### config.mk
export PLATFORM = sky130hd
export DESIGN_NAME = stf_front_end
export DESIGN_NICKNAME = d
export VERILOG_FILES = /design/src/logic/stf_pkg.sv /design/src/logic/stf_ms_timer.sv /design/src/logic/stf_front_end.sv
export SDC_FILE = /design/constraint.sdc
export NUM_CORES = 1
export LEC_CHECK = 0
export ABC_AREA = 1
export BUFFER_PORTS_ARGS = -buffer_cell sky130_fd_sc_hd__buf_2
export CAP_MARGIN = 40
export CORE_UTILIZATION = 37
export CTS_BUF_LIST = sky130_fd_sc_hd__clkbuf_4 sky130_fd_sc_hd__clkbuf_8 sky130_fd_sc_hd__clkbuf_16
export DETAILED_ROUTE_END_ITERATION = 8
export GPL_TIMING_DRIVEN = 0
export PLACE_DENSITY_LB_ADDON = 0.2
export SYNTH_ARGS = -nofsm -noshare
export SYNTH_HDL_FRONTEND = slang
export SYNTH_SLANG_ARGS = --single-unit
### constraint.sdc
create_clock -name clk -period 4.54 [get_ports clk]
set_input_delay 0.681 -clock clk [delete_from_list [all_inputs] [get_ports clk]]
set_output_delay 0.681 -clock clk [all_outputs]
set_load 0.02 [all_outputs]
### src/logic/stf_pkg.sv
// Package of the task-file command front end: register selects, status
// field positions, command codes, time limits and the received frame layout.
// Assumes a single 40 MHz clock.
package stf_pkg;

   // ==================================================================
   // Clock and time base
   localparam int unsigned STF_CLK_HZ        = 40_000_000;
   localparam int unsigned STF_MS_PER_S      = 1000;
   localparam int unsigned STF_CYCLES_PER_MS = STF_CLK_HZ / STF_MS_PER_S;

   // ==================================================================
   // Time limits, in their printed units
   localparam int unsigned STF_POR_WINDOW_MS    = 500;
   localparam int unsigned STF_COMINIT_MAX_MS   = 10;
   localparam int unsigned STF_STREAM_MIN_MS    = 50;
   localparam int unsigned STF_STREAM_MIN_LP_MS = 100;
   // Recovery minimums in tenths of a second (6.5 s and 0.3 s)
   localparam int unsigned STF_RECOV_MIN_DS     = 65;
   localparam int unsigned STF_RECOV_MIN_LP_DS  = 3;
   localparam int unsigned STF_MS_PER_DS        = 100;
   localparam int unsigned STF_RECOV_MIN_MS     = STF_RECOV_MIN_DS * STF_MS_PER_DS;
   localparam int unsigned STF_RECOV_MIN_LP_MS  = STF_RECOV_MIN_LP_DS * STF_MS_PER_DS;
   localparam int unsigned STF_LIMIT_W          = 16;

   // ==================================================================
   // Read selects of the task-file read port
   localparam logic [1:0] STF_SEL_STATUS     = 2'h0;
   localparam logic [1:0] STF_SEL_ALT_STATUS = 2'h1;
   localparam logic [1:0] STF_SEL_SECT_CNT   = 2'h2;
   localparam logic [1:0] STF_SEL_ERROR      = 2'h3;

   // ==================================================================
   // Status bit positions (primary and mirror alike)
   localparam int unsigned STF_ST_BUSY  = 7;
   localparam int unsigned STF_ST_READY = 6;
   localparam int unsigned STF_ST_FAULT = 5;
   localparam int unsigned STF_ST_SEEK  = 4;
   localparam int unsigned STF_ST_DRQ   = 3;
   localparam int unsigned STF_ST_CORR  = 2;
   localparam int unsigned STF_ST_INDEX = 1;
   localparam int unsigned STF_ST_ERR   = 0;

   // Device control soft reset bit, error register abort bit
   localparam int unsigned STF_DC_SOFT_RESET = 2;
   localparam logic [7:0]  STF_ERR_ABORT     = 8'h04;
   localparam logic [7:0]  STF_ERR_DIAG_OK   = 8'h01;

   // ==================================================================
   // Command codes and reply values
   localparam logic [7:0] STF_CMD_CHECK_POWER  = 8'hE5;
   localparam logic [7:0] STF_CMD_DOWNLOAD     = 8'h92;
   localparam logic [7:0] STF_CMD_READ_STREAM  = 8'h2A;
   localparam logic [7:0] STF_CMD_WRITE_STREAM = 8'h3A;
   localparam logic [7:0] STF_CMD_SCT_RECOVERY = 8'hB0;
   localparam logic [7:0] STF_PWR_IDLE         = 8'hFF;
   localparam logic [7:0] STF_PWR_IDLE_ALT     = 8'h80;
   localparam logic [7:0] STF_PWR_STANDBY      = 8'h00;

   // ==================================================================
   // Register frame received from the host adapter
   typedef struct packed {
      logic                   isCommand;
      logic [7:0]             command;
      logic [7:0]             features;
      logic [7:0]             sectorCount;
      logic [STF_LIMIT_W-1:0] limitMs;
      logic [7:0]             devControl;
   } stf_frame_type;

   typedef enum logic [1:0] {KIND_OTHER, KIND_STREAM, KIND_RECOVERY} stf_kind_type;

endpackage

### src/logic/stf_ms_timer.sv
// Millisecond countdown timer: loads a count, steps down on each tick, holds at zero.
// Assumes the tick is a one-cycle enable from a divider in the same domain.
`timescale 1ns/1ps
`default_nettype none
module stf_ms_timer #(
   parameter int unsigned WIDTH = 16
) (
   // Clock and reset
   input  wire logic             clk,
   input  wire logic             sys_rst,
   // Control
   input  wire logic             tick,
   input  wire logic             load,
   input  wire logic [WIDTH-1:0] loadValue,
   // Result
   output var  logic             expired
);

   logic [WIDTH-1:0] count;
   logic [WIDTH-1:0] next_count;

   // ==================================================================
   // Next count
   always_comb begin
      next_count = count;
      if (load) begin
         next_count = loadValue;
      end else if (tick && (count != '0)) begin
         next_count = count - WIDTH'(1);
      end
   end

   // Registers; expired reflects the count about to be held
   always_ff @(posedge clk or posedge sys_rst) begin
      if (sys_rst) begin
         count   <= '0;
         expired <= 1'b1;
      end else begin
         count   <= next_count;
         expired <= (next_count == '0);
      end
   end

endmodule // stf_ms_timer
`default_nettype wire

### src/logic/stf_front_end.sv
// Task-file command front end of a serial disk device: takes register
// frames, runs command launch, status and reset replies.
// Assumes frames, reads and media signals are synchronous to clk.
//
// Summary of operation
// - Idle power query returns FFh in sector count, never 80h.
// - Firmware download is aborted while security is locked.
// - Link reset reply may come late in first 500ms after power-on.
// - Streaming command in standby waits for spin-up despite its limit.
// - Streaming limit is at least 50ms; shorter requests become 50ms.
// - Low-power variants use 100ms as streaming limit minimum.
// - Recovery-limited command in standby waits for spin-up despite limit.
// - Recovery limit below 6.5 s aborts the command.
// - Low-power variants use 0.3 s as recovery limit minimum.
// - Mirror status shows the same eight bits as primary status.
// - Mirror read never acknowledges the pending interrupt.
// - Command starts as soon as its code arrives.
`timescale 1ns/1ps
`default_nettype none
module stf_front_end
   import stf_pkg::*;
#(
   parameter int unsigned MS_CYCLES = STF_CYCLES_PER_MS
) (
   // Clock and reset
   input  wire logic          clk,
   input  wire logic          sys_rst,
   // Frames and link reset from the host adapter
   input  wire logic          frameValid,
   input  wire stf_frame_type frame,
   input  wire logic          comResetReq,
   output var  logic          comInit,
   // Drive condition
   input  wire logic          standbyMode,
   input  wire logic          spinReady,
   input  wire logic          securityLocked,
   input  wire logic          lowPowerModel,
   input  wire logic          driveFault,
   input  wire logic          seekDone,
   input  wire logic          dataRequest,
   input  wire logic          correctedData,
   input  wire logic          indexPulse,
   // Media engine
   output var  logic          cmdStart,
   output var  logic [7:0]    cmdCode,
   output var  logic [15:0]   effLimitMs,
   input  wire logic          mediaDone,
   input  wire logic          mediaError,
   // Task-file read port
   input  wire logic          rdEn,
   input  wire logic [1:0]    rdSel,
   output var  logic [7:0]    readData,
   output var  logic [7:0]    status,
   output var  logic [7:0]    sectorCountOut,
   output var  logic [7:0]    errorOut,
   output var  logic          intPending
);

   typedef enum logic [1:0] {ST_IDLE, ST_SPINUP, ST_EXEC, ST_RESET} stf_state_type;

   // Effective streaming limit, raised to the model minimum
   function automatic logic [15:0] streamLimit(input logic [15:0] req, input logic lp);
      logic [15:0] floorMs;
      floorMs = lp ? 16'(STF_STREAM_MIN_LP_MS) : 16'(STF_STREAM_MIN_MS);
      return (req < floorMs) ? floorMs : req;
   endfunction

   // Recovery limit below the model minimum
   function automatic logic recovTooShort(input logic [15:0] req, input logic lp);
      return req < (lp ? 16'(STF_RECOV_MIN_LP_MS) : 16'(STF_RECOV_MIN_MS));
   endfunction

   // ==================================================================
   // Millisecond divider
   logic [31:0] divCount;
   logic [31:0] next_divCount;
   logic        msTick;

   always_comb begin
      next_divCount = (divCount == 32'(MS_CYCLES - 1)) ? 32'h0 : divCount + 32'h1;
   end

   always_ff @(posedge clk or posedge sys_rst) begin
      if (sys_rst) begin
         divCount <= 32'h0;
         msTick   <= 1'b0;
      end else begin
         divCount <= next_divCount;
         msTick   <= (next_divCount == 32'h0);
      end
   end

   // ==================================================================
   // Power-on window and link reset reply
   logic porArm;
   logic porExpired;
   logic porWindow;
   logic resetPend;
   logic next_resetPend;
   logic next_comInit;

   stf_ms_timer #(.WIDTH(16)) porTimer (
      .clk       (clk),
      .sys_rst   (sys_rst),
      .tick      (msTick),
      .load      (porArm),
      .loadValue (16'(STF_POR_WINDOW_MS)),
      .expired   (porExpired)
   );

   assign porWindow = porArm || !porExpired;

   // Reply at once, or hold the reply until the window closes
   always_comb begin
      next_resetPend = resetPend;
      next_comInit   = 1'b0;
      if (comResetReq && !porWindow) begin
         next_comInit   = 1'b1;
         next_resetPend = 1'b0;
      end else if (comResetReq) begin
         next_resetPend = 1'b1;
      end else if (resetPend && !porWindow) begin
         next_comInit   = 1'b1;
         next_resetPend = 1'b0;
      end
   end

   always_ff @(posedge clk or posedge sys_rst) begin
      if (sys_rst) begin
         porArm    <= 1'b1;
         resetPend <= 1'b0;
         comInit   <= 1'b0;
      end else begin
         porArm    <= 1'b0;
         resetPend <= next_resetPend;
         comInit   <= next_comInit;
      end
   end

   // ==================================================================
   // Command state
   stf_state_type state,        next_state;
   stf_kind_type  kind,         next_kind;
   logic          busy,         next_busy;
   logic          errBit,       next_errBit;
   logic          softReset,    next_softReset;
   logic          intSet;
   logic [7:0]    next_sectorCountOut;
   logic [7:0]    next_errorOut;
   logic [7:0]    next_cmdCode;
   logic [15:0]   next_effLimitMs;
   logic          next_cmdStart;
   logic          timerLoad;
   logic          limitExpired;
   logic          next_intPending;

   stf_ms_timer #(.WIDTH(16)) limitTimer (
      .clk       (clk),
      .sys_rst   (sys_rst),
      .tick      (msTick),
      .load      (timerLoad),
      .loadValue (next_effLimitMs),
      .expired   (limitExpired)
   );

   // Frame decode, launch and completion
   always_comb begin
      next_state          = state;
      next_kind           = kind;
      next_busy           = busy;
      next_errBit         = errBit;
      next_softReset      = softReset;
      next_sectorCountOut = sectorCountOut;
      next_errorOut       = errorOut;
      next_cmdCode        = cmdCode;
      next_effLimitMs     = effLimitMs;
      next_cmdStart       = 1'b0;
      timerLoad           = 1'b0;
      intSet              = 1'b0;
      if (comResetReq) begin
         next_state     = ST_IDLE;
         next_busy      = 1'b0;
         next_errBit    = 1'b0;
         next_softReset = 1'b0;
         next_errorOut  = STF_ERR_DIAG_OK;
      end else if (frameValid && !frame.isCommand) begin
         // Only a change of soft reset arrives; a repeat would still clear busy and the error like a change
         next_softReset = frame.devControl[STF_DC_SOFT_RESET];
         next_state     = next_softReset ? ST_RESET : ST_IDLE;
         next_busy      = 1'b0;
         next_errBit    = 1'b0;
         next_errorOut  = STF_ERR_DIAG_OK;
      end else if (frameValid && (state == ST_IDLE)) begin
         // Parameters already stand in the frame with the code
         next_cmdCode  = frame.command;
         next_busy     = 1'b1;
         next_errBit   = 1'b0;
         next_errorOut = 8'h00;
         next_kind     = KIND_OTHER;
         case (frame.command)
            STF_CMD_CHECK_POWER: begin
               next_sectorCountOut = standbyMode ? STF_PWR_STANDBY : STF_PWR_IDLE;
               next_busy           = 1'b0;
               intSet              = 1'b1;
            end
            STF_CMD_DOWNLOAD: begin
               if (securityLocked) begin
                  next_busy     = 1'b0;
                  next_errBit   = 1'b1;
                  next_errorOut = STF_ERR_ABORT;
                  intSet        = 1'b1;
               end else begin
                  next_state    = ST_EXEC;
                  next_cmdStart = 1'b1;
               end
            end
            STF_CMD_READ_STREAM, STF_CMD_WRITE_STREAM: begin
               next_kind       = KIND_STREAM;
               next_effLimitMs = streamLimit(frame.limitMs, lowPowerModel);
               timerLoad       = 1'b1;
               next_state      = standbyMode ? ST_SPINUP : ST_EXEC;
               next_cmdStart   = !standbyMode;
            end
            STF_CMD_SCT_RECOVERY: begin
               next_kind = KIND_RECOVERY;
               if (recovTooShort(frame.limitMs, lowPowerModel)) begin
                  next_busy     = 1'b0;
                  next_errBit   = 1'b1;
                  next_errorOut = STF_ERR_ABORT;
                  intSet        = 1'b1;
               end else begin
                  next_effLimitMs = frame.limitMs;
                  timerLoad       = 1'b1;
                  next_state      = standbyMode ? ST_SPINUP : ST_EXEC;
                  next_cmdStart   = !standbyMode;
               end
            end
            default: begin
               next_state    = ST_EXEC;
               next_cmdStart = 1'b1;
            end
         endcase
      end else begin
         case (state)
            ST_SPINUP: begin
               // Limit expiry is ignored until the spindle is at speed
               if (spinReady) begin
                  next_state    = ST_EXEC;
                  next_cmdStart = 1'b1;
               end
            end
            ST_EXEC: begin
               if (mediaDone || ((kind == KIND_STREAM) && limitExpired)) begin
                  next_state    = ST_IDLE;
                  next_busy     = 1'b0;
                  next_errBit   = mediaDone && mediaError;
                  next_errorOut = (mediaDone && mediaError) ? STF_ERR_ABORT : 8'h00;
                  intSet        = 1'b1;
               end
            end
            ST_RESET: begin
               next_busy = 1'b0;
            end
            default: begin
               next_state = ST_IDLE;
            end
         endcase
      end
   end

   // Interrupt: completion set wins over a primary status read
   always_comb begin
      next_intPending = intPending;
      if (rdEn && (rdSel == STF_SEL_STATUS)) begin
         next_intPending = 1'b0;
      end
      if (intSet) begin
         next_intPending = 1'b1;
      end
   end

   always_ff @(posedge clk or posedge sys_rst) begin
      if (sys_rst) begin
         state          <= ST_IDLE;
         kind           <= KIND_OTHER;
         busy           <= 1'b0;
         errBit         <= 1'b0;
         softReset      <= 1'b0;
         sectorCountOut <= 8'h00;
         errorOut       <= STF_ERR_DIAG_OK;
         cmdCode        <= 8'h00;
         effLimitMs     <= 16'h0000;
         cmdStart       <= 1'b0;
         intPending     <= 1'b0;
      end else begin
         state          <= next_state;
         kind           <= next_kind;
         busy           <= next_busy;
         errBit         <= next_errBit;
         softReset      <= next_softReset;
         sectorCountOut <= next_sectorCountOut;
         errorOut       <= next_errorOut;
         cmdCode        <= next_cmdCode;
         effLimitMs     <= next_effLimitMs;
         cmdStart       <= next_cmdStart;
         intPending     <= next_intPending;
      end
   end

   // ==================================================================
   // Status byte and read port
   logic [7:0] next_status;
   logic [7:0] next_readData;

   always_comb begin
      next_status               = 8'h00;
      next_status[STF_ST_BUSY]  = next_busy;
      next_status[STF_ST_READY] = !next_softReset;
      next_status[STF_ST_FAULT] = driveFault;
      next_status[STF_ST_SEEK]  = seekDone;
      next_status[STF_ST_DRQ]   = dataRequest;
      next_status[STF_ST_CORR]  = correctedData;
      next_status[STF_ST_INDEX] = indexPulse;
      next_status[STF_ST_ERR]   = next_errBit;
      case (rdSel)
         STF_SEL_STATUS:     next_readData = status;
         STF_SEL_ALT_STATUS: next_readData = status;
         STF_SEL_SECT_CNT:   next_readData = sectorCountOut;
         default:            next_readData = errorOut;
      endcase
   end

   always_ff @(posedge clk or posedge sys_rst) begin
      if (sys_rst) begin
         status   <= 8'h40;
         readData <= 8'h00;
      end else begin
         status   <= next_status;
         readData <= rdEn ? next_readData : readData;
      end
   end
endmodule // stf_front_end
`default_nettype wire

## Word-level counts from Yosys, hierarchy flattened

Index checks and enable logic that the tools add are counted.

- Bitwise operators: 2
- Mux-type cells: 79
- Eq/ne operators: 18
- Add/subtract/negate cells: 3
- Order comparisons: 2
- Reduce and logical (&&, ||, !) cells: 33

Operators by type and width:

| cell | number |
|---|---|
| $mux 16 | 9 |
| $mux 8 | 6 |
| $mux 1 | 37 |
| $add 32x1->32 const B | 1 |
| $eq 32x16->1 const B | 1 |
| $logic_not 16->1 | 2 |
| $logic_not 32->1 | 1 |
| $mux 32 | 1 |
| $pmux 16 s2 | 1 |
| $reduce_bool 16->1 | 2 |
| $sub 16x1->16 const B | 2 |
| $eq 8x8->1 const B | 3 |
| $ne 5x5->1 const B | 4 |
| $mux 2 | 9 |
| $eq 8x6->1 const B | 2 |
| $lt 16x13->1 | 1 |
| $lt 16x7->1 | 1 |
| $pmux 8 s2 | 1 |
| $mux 13 | 1 |
| $logic_and 1x1->1 | 9 |
| $mux 3 | 3 |
| $ne 4x4->1 const B | 2 |
| $pmux 2 s4 | 1 |
| $reduce_bool 4->1 | 2 |
| other kinds (20) | 35 |

- Output and inout port bits: 59
- Bits in registers: 135
- Input bits: 67

## Longest topological paths before layout

- Word-level depth: 9
- Mapped depth: 18
- Mapped depth without buffers: 18

## By module

From an unflattened synthesis, not the netlist that was laid out.

- Cells, all modules: 1131
- Area, all modules: 7861.3 um2

Modules (own cells, without submodules):

| module | instances | area an instance (um2) | cells an instance | sequential area each (um2) |
|---|---|---|---|---|
| stf_front_end | 1 | 5068.6 | 695 | 2155.8 |
| stf_ms_timer at limitTimer | 1 | 1401.3 | 218 | 426.7 |
| stf_ms_timer at porTimer | 1 | 1391.3 | 218 | 426.7 |

## Least setup slack after synthesis

No wires, ideal clock.

- Kind: input to register
- Start: in lowPowerModel
- End: reg limitTimer.expired
- Buffers on the path: 1
- Data required time: 4.473 ns
- Slack: 2.250 ns
- Arrival: 2.223 ns
- Stages on the path: 15
- Cell sequence: inv_1 > ha_1 > o21a_1 > nand2_1 > nand2_1 > nand2_4 > nand2_4 > nand2_4 > nand2_4 > buf_6 > a21oi_1 > nand2_1 > nor2_1 > nand2_1 > nor2_1

- Longest elaborated chain between the ends: 9
- Elaborated cells on any way between the ends: 17

RTL lines:

| element | RTL line | text |
|---|---|---|
| start, declared | stf_front_end.sv:37 | `input wire logic lowPowerModel,` |
| $mux 13 or $mux 7 (tied branches) | stf_front_end.sv:70, stf_front_end.sv:64 |  |
| $lt 16x13->1 or $lt 16x7->1 (tied branches) | stf_front_end.sv:70, stf_front_end.sv:65 |  |
| $mux 16, or another cell as far along | stf_front_end.sv:226 | `if (recovTooShort(frame.limitMs, lowPowerModel)) begin` |
| $pmux 16 s2 or $pmux 1 s2 (tied branches) | stf_front_end.sv:200 | `case (frame.command)` |
| $mux 16 or $mux 1 (tied branches) | stf_front_end.sv:193 | `end else if (frameValid && (state == ST_IDLE)) begin` |
| $mux 16 or $mux 1 (tied branches) | stf_front_end.sv:186 | `end else if (frameValid && !frame.isCommand) begin` |
| $mux 16 or $mux 1 (tied branches) | stf_front_end.sv:180 | `if (comResetReq) begin` |
| $mux 16 (*) | stf_ms_timer.sv:26 | `if (load) begin` |
| $logic_not 16->1 (*) | stf_ms_timer.sv:40 | `expired <= (next_count == '0);` |
| end signal, assigned | stf_ms_timer.sv:40 |  |
| end, declared | stf_ms_timer.sv:16 | `output var logic expired` |

Every way passes the cells marked *; elsewhere a longest branch is shown, timed or not.
A chain may end at the register's enable or synchronous reset.

## Worst setup path in the final report

Same ends and word-level chain as after synthesis.

==> impl_metrics.toml <==
[global_routing]
grt_max_degree = 78
grt_pass1_vias = 6311
grt_pass1_wl_mm = 30.8
overflow = 0
busiest_layer = "met2"
grt_use_met1_pct = 26.4
grtUsageMet3_pct = 3.60
track_usage_pct = 19.5
grt_use_met2_pct = 31.1
antenna_found_initial = 0

[yosys]
yosysTopAreaCell = "dfrtp_1"
yosysSeqAreaShare_pct = 41.4
synthArstFlopShare_pct = 100
yosys_most_used_dff = "dfrtp_1"
synth_area_um2 = 7270
ys_seq_elements = 120
synth_area_leaders = "dfrtp_1 (40%), nand2_1 (15%), nor2_1 (8.7%)"
netlist.area_leader.share_pct = 39.6
syn_avg_cell_area_um2 = 7.09
yosysUniqueCellTypes = 49
synth_edf_count = 0
synth_common_cells = "nand2_1 (286), nor2_1 (169), inv_1 (135)"
ys_warn_count = 0
synth.most_common_cell = "nand2_1"
synthCells = 1025

[pwr]
p_leak_nw = 4.69
total_power_mw = 2.73
vdd_drop_max_v = 0.000276
power.density_nw_per_um2 = 314

[timing]
relSlewSlack_pct = 58.2
max_freq_ghz = 0.401
worst_slack_ns = 2.04
rsz0062_at_grt = "false"
slew_viol_final = 0
min_period_over_period_pct = 55.0
tightestPinTransition_ns = 0.622
finalHoldViolations = 0
fin_crit_ns = 2.50
fin_worst_skew_ns = 0.00854
setup_violations = 0
hold_slack_ns = 0.273

[worst_hold_path]
hold_class = "in -> async"

[floorplan]
ios = 126
die_width_um = 142
start_util_pct = 38.4
fp.coreArea_um2 = 19000
die_y_um = 142
die_area_um2 = 20200
rows = 50

[setup_path]
required_ns = 4.89
end_kind = "flop"
r2r_slack_ns = 2.18
worstSetupPathType = "in -> reg"
cp_data_arrival_time_ns = 2.84
path_buf_inv = 3
cp-start-kind = "primary input"
crit_slowest_cell = "ha_1"
cp_max_fo = 8
critPathMaxStageDelay_ns = 0.34
cp_cell_sequence = "buf_2 -> inv_1 -> ha_1 -> nand2_1 -> nor2_1 -> nor2_1 -> nand3_1 -> nand2_1 -> nand2_2 -> inv_1 -> nor2_1 -> a21oi_1 -> nand2_1 -> nor2_1 -> nand2_1 -> nor2_1"
critPathMostFrequentCell = "nor2_1"
critical-path-top-delay-family = "simple AND/OR/NAND/NOR gates"

[place]
dp_hpwl_mm = 14.5
preCtsSetupSlack_ns = 1.62
port_buffers = 95
dpl.cell_count = 1387
place.gp.congestion = 0.894

[detailed_routing]
viasPerCell = 4.66
detailedRoute.firstPassIterationCount = 5
route.detailed.drc = 0
wire_per_inst_um = 13.1
wl_mm = 18.6
drt_iter0_drc = 385
ant_nets = 0
dr_total_vias = 6607

[cts]
cts_hold_buf = 0
insertion_delay_ns = 0.42
clockBufferDepth = 2
postCtsSetupBuffers = 0
root_buffer = "clkbuf_16"
numCtsBuffers = 17
post_cts_resized = 0
cts.sinks = 120
cts_tree = "yes"
clk_pin_slew_worst_paths_ns = 0.06
htree_levels = 4

[run]
maxCapViolations = 0

[finish]
area_growth_syn_to_layout_pct = 19.6
drive_gt1_share_pct = 16.7
antennaDiodeCount = 0
multi_input_area_um2 = 3540
fin_nets = 1225
fillers = 1968
regArea_um2 = 3010
fin_cells = 1417

[run_status]
run_status = "finished, final reports clean"
through the flow:
stage	TNS, ns	area [µm²]	utilization [%]
after floorplan	0	7290	-
after global placement	-81.55	8090	42.7
after detailed placement	0	8130	42.9
after CTS	0	8700	45.9
after global routing	0	8700	45.9
final	0	8700	45.9
flip-flops by register name, summed over array words and instances (netlist names), 2 cells and up:
signal,count
status,7
divCount,32
cmdCode,8
errorOut,2
state,2
readData,8
porTimer.count,16
kind,2
limitTimer.count,16
effLimitMs,16
where the power goes:
group / switching, mW / total [mW] / internal [mW] / leakage (nW)
Clock: 0.473 / 1.30 / 0.822 / 0.280
Combinational: 0.192 / 0.286 / 0.0938 / 2.87
Sequential: 0.0298 / 1.15 / 1.12 / 1.54
Total: 0.695 / 2.73 / 2.03 / 4.69
cells in the final DEF, fill, tap and decap left out, types with 5 or more instances in the layout:
master     count
clkbuf_16     17
clkbuf_8       5
a21oi_1       18
inv_1        134
dfstp_2        5
nand4_1       17
a21oi_2        5
nor2_1       169
nand2_1      286
inv_2         11
nand3_1       59
ha_1          12
xor2_1        35
xnor2_1        8
conb_1         7
buf_2         99
o21ai_0       45
dfrtp_1      115
buf_4         16
nor3_1        24
metal layers:
metal  share of wire, %  vias up
li1                   -     3427
met1                 50     3024
met2                 45      132
met3                3.9       24
met4                1.1        0
met5                  0        -
area by class of cell:
cell class	instances	share of cell area, %
well taps	260	3.74
multi-input cells	735	40.7
plain buffers	27	2.09
flip-flops and latches	120	34.6
repair buffers	96	5.78
inverters	149	6.53
clock inverters	7	0.791
clock buffers	23	5.77
cells by family after synthesis:
| family | Yosys count | share of synthesized area (%) |
|---|---|---|
| fa+ha+maj | 12 | 2.06 |
| buf+inv | 176 | 10.2 |
| flops | 120 | 41.4 |
| other cells | 1 | 0.0516 |
| compound gates | 87 | 6.94 |
| simple gates | 586 | 34.1 |
| xor+xnor | 43 | 5.18 |
worst paths after layout:
| path | startpoint | endpoint | cells after the start |
|---|---|---|---|
| hold / removal | sys_rst | porTimer.count[3] | 2 |
| setup reg to reg | divCount[0] | msTick | 14 |
| setup / recovery | lowPowerModel | limitTimer.expired | 16 |
| max in group asynchronous | sys_rst | limitTimer.expired | 3 |
| min in group clk | seekDone | status[4] | 1 |
| hold reg to reg | softReset | status[6] | 1 |
(Power assumes the default switching activity.)
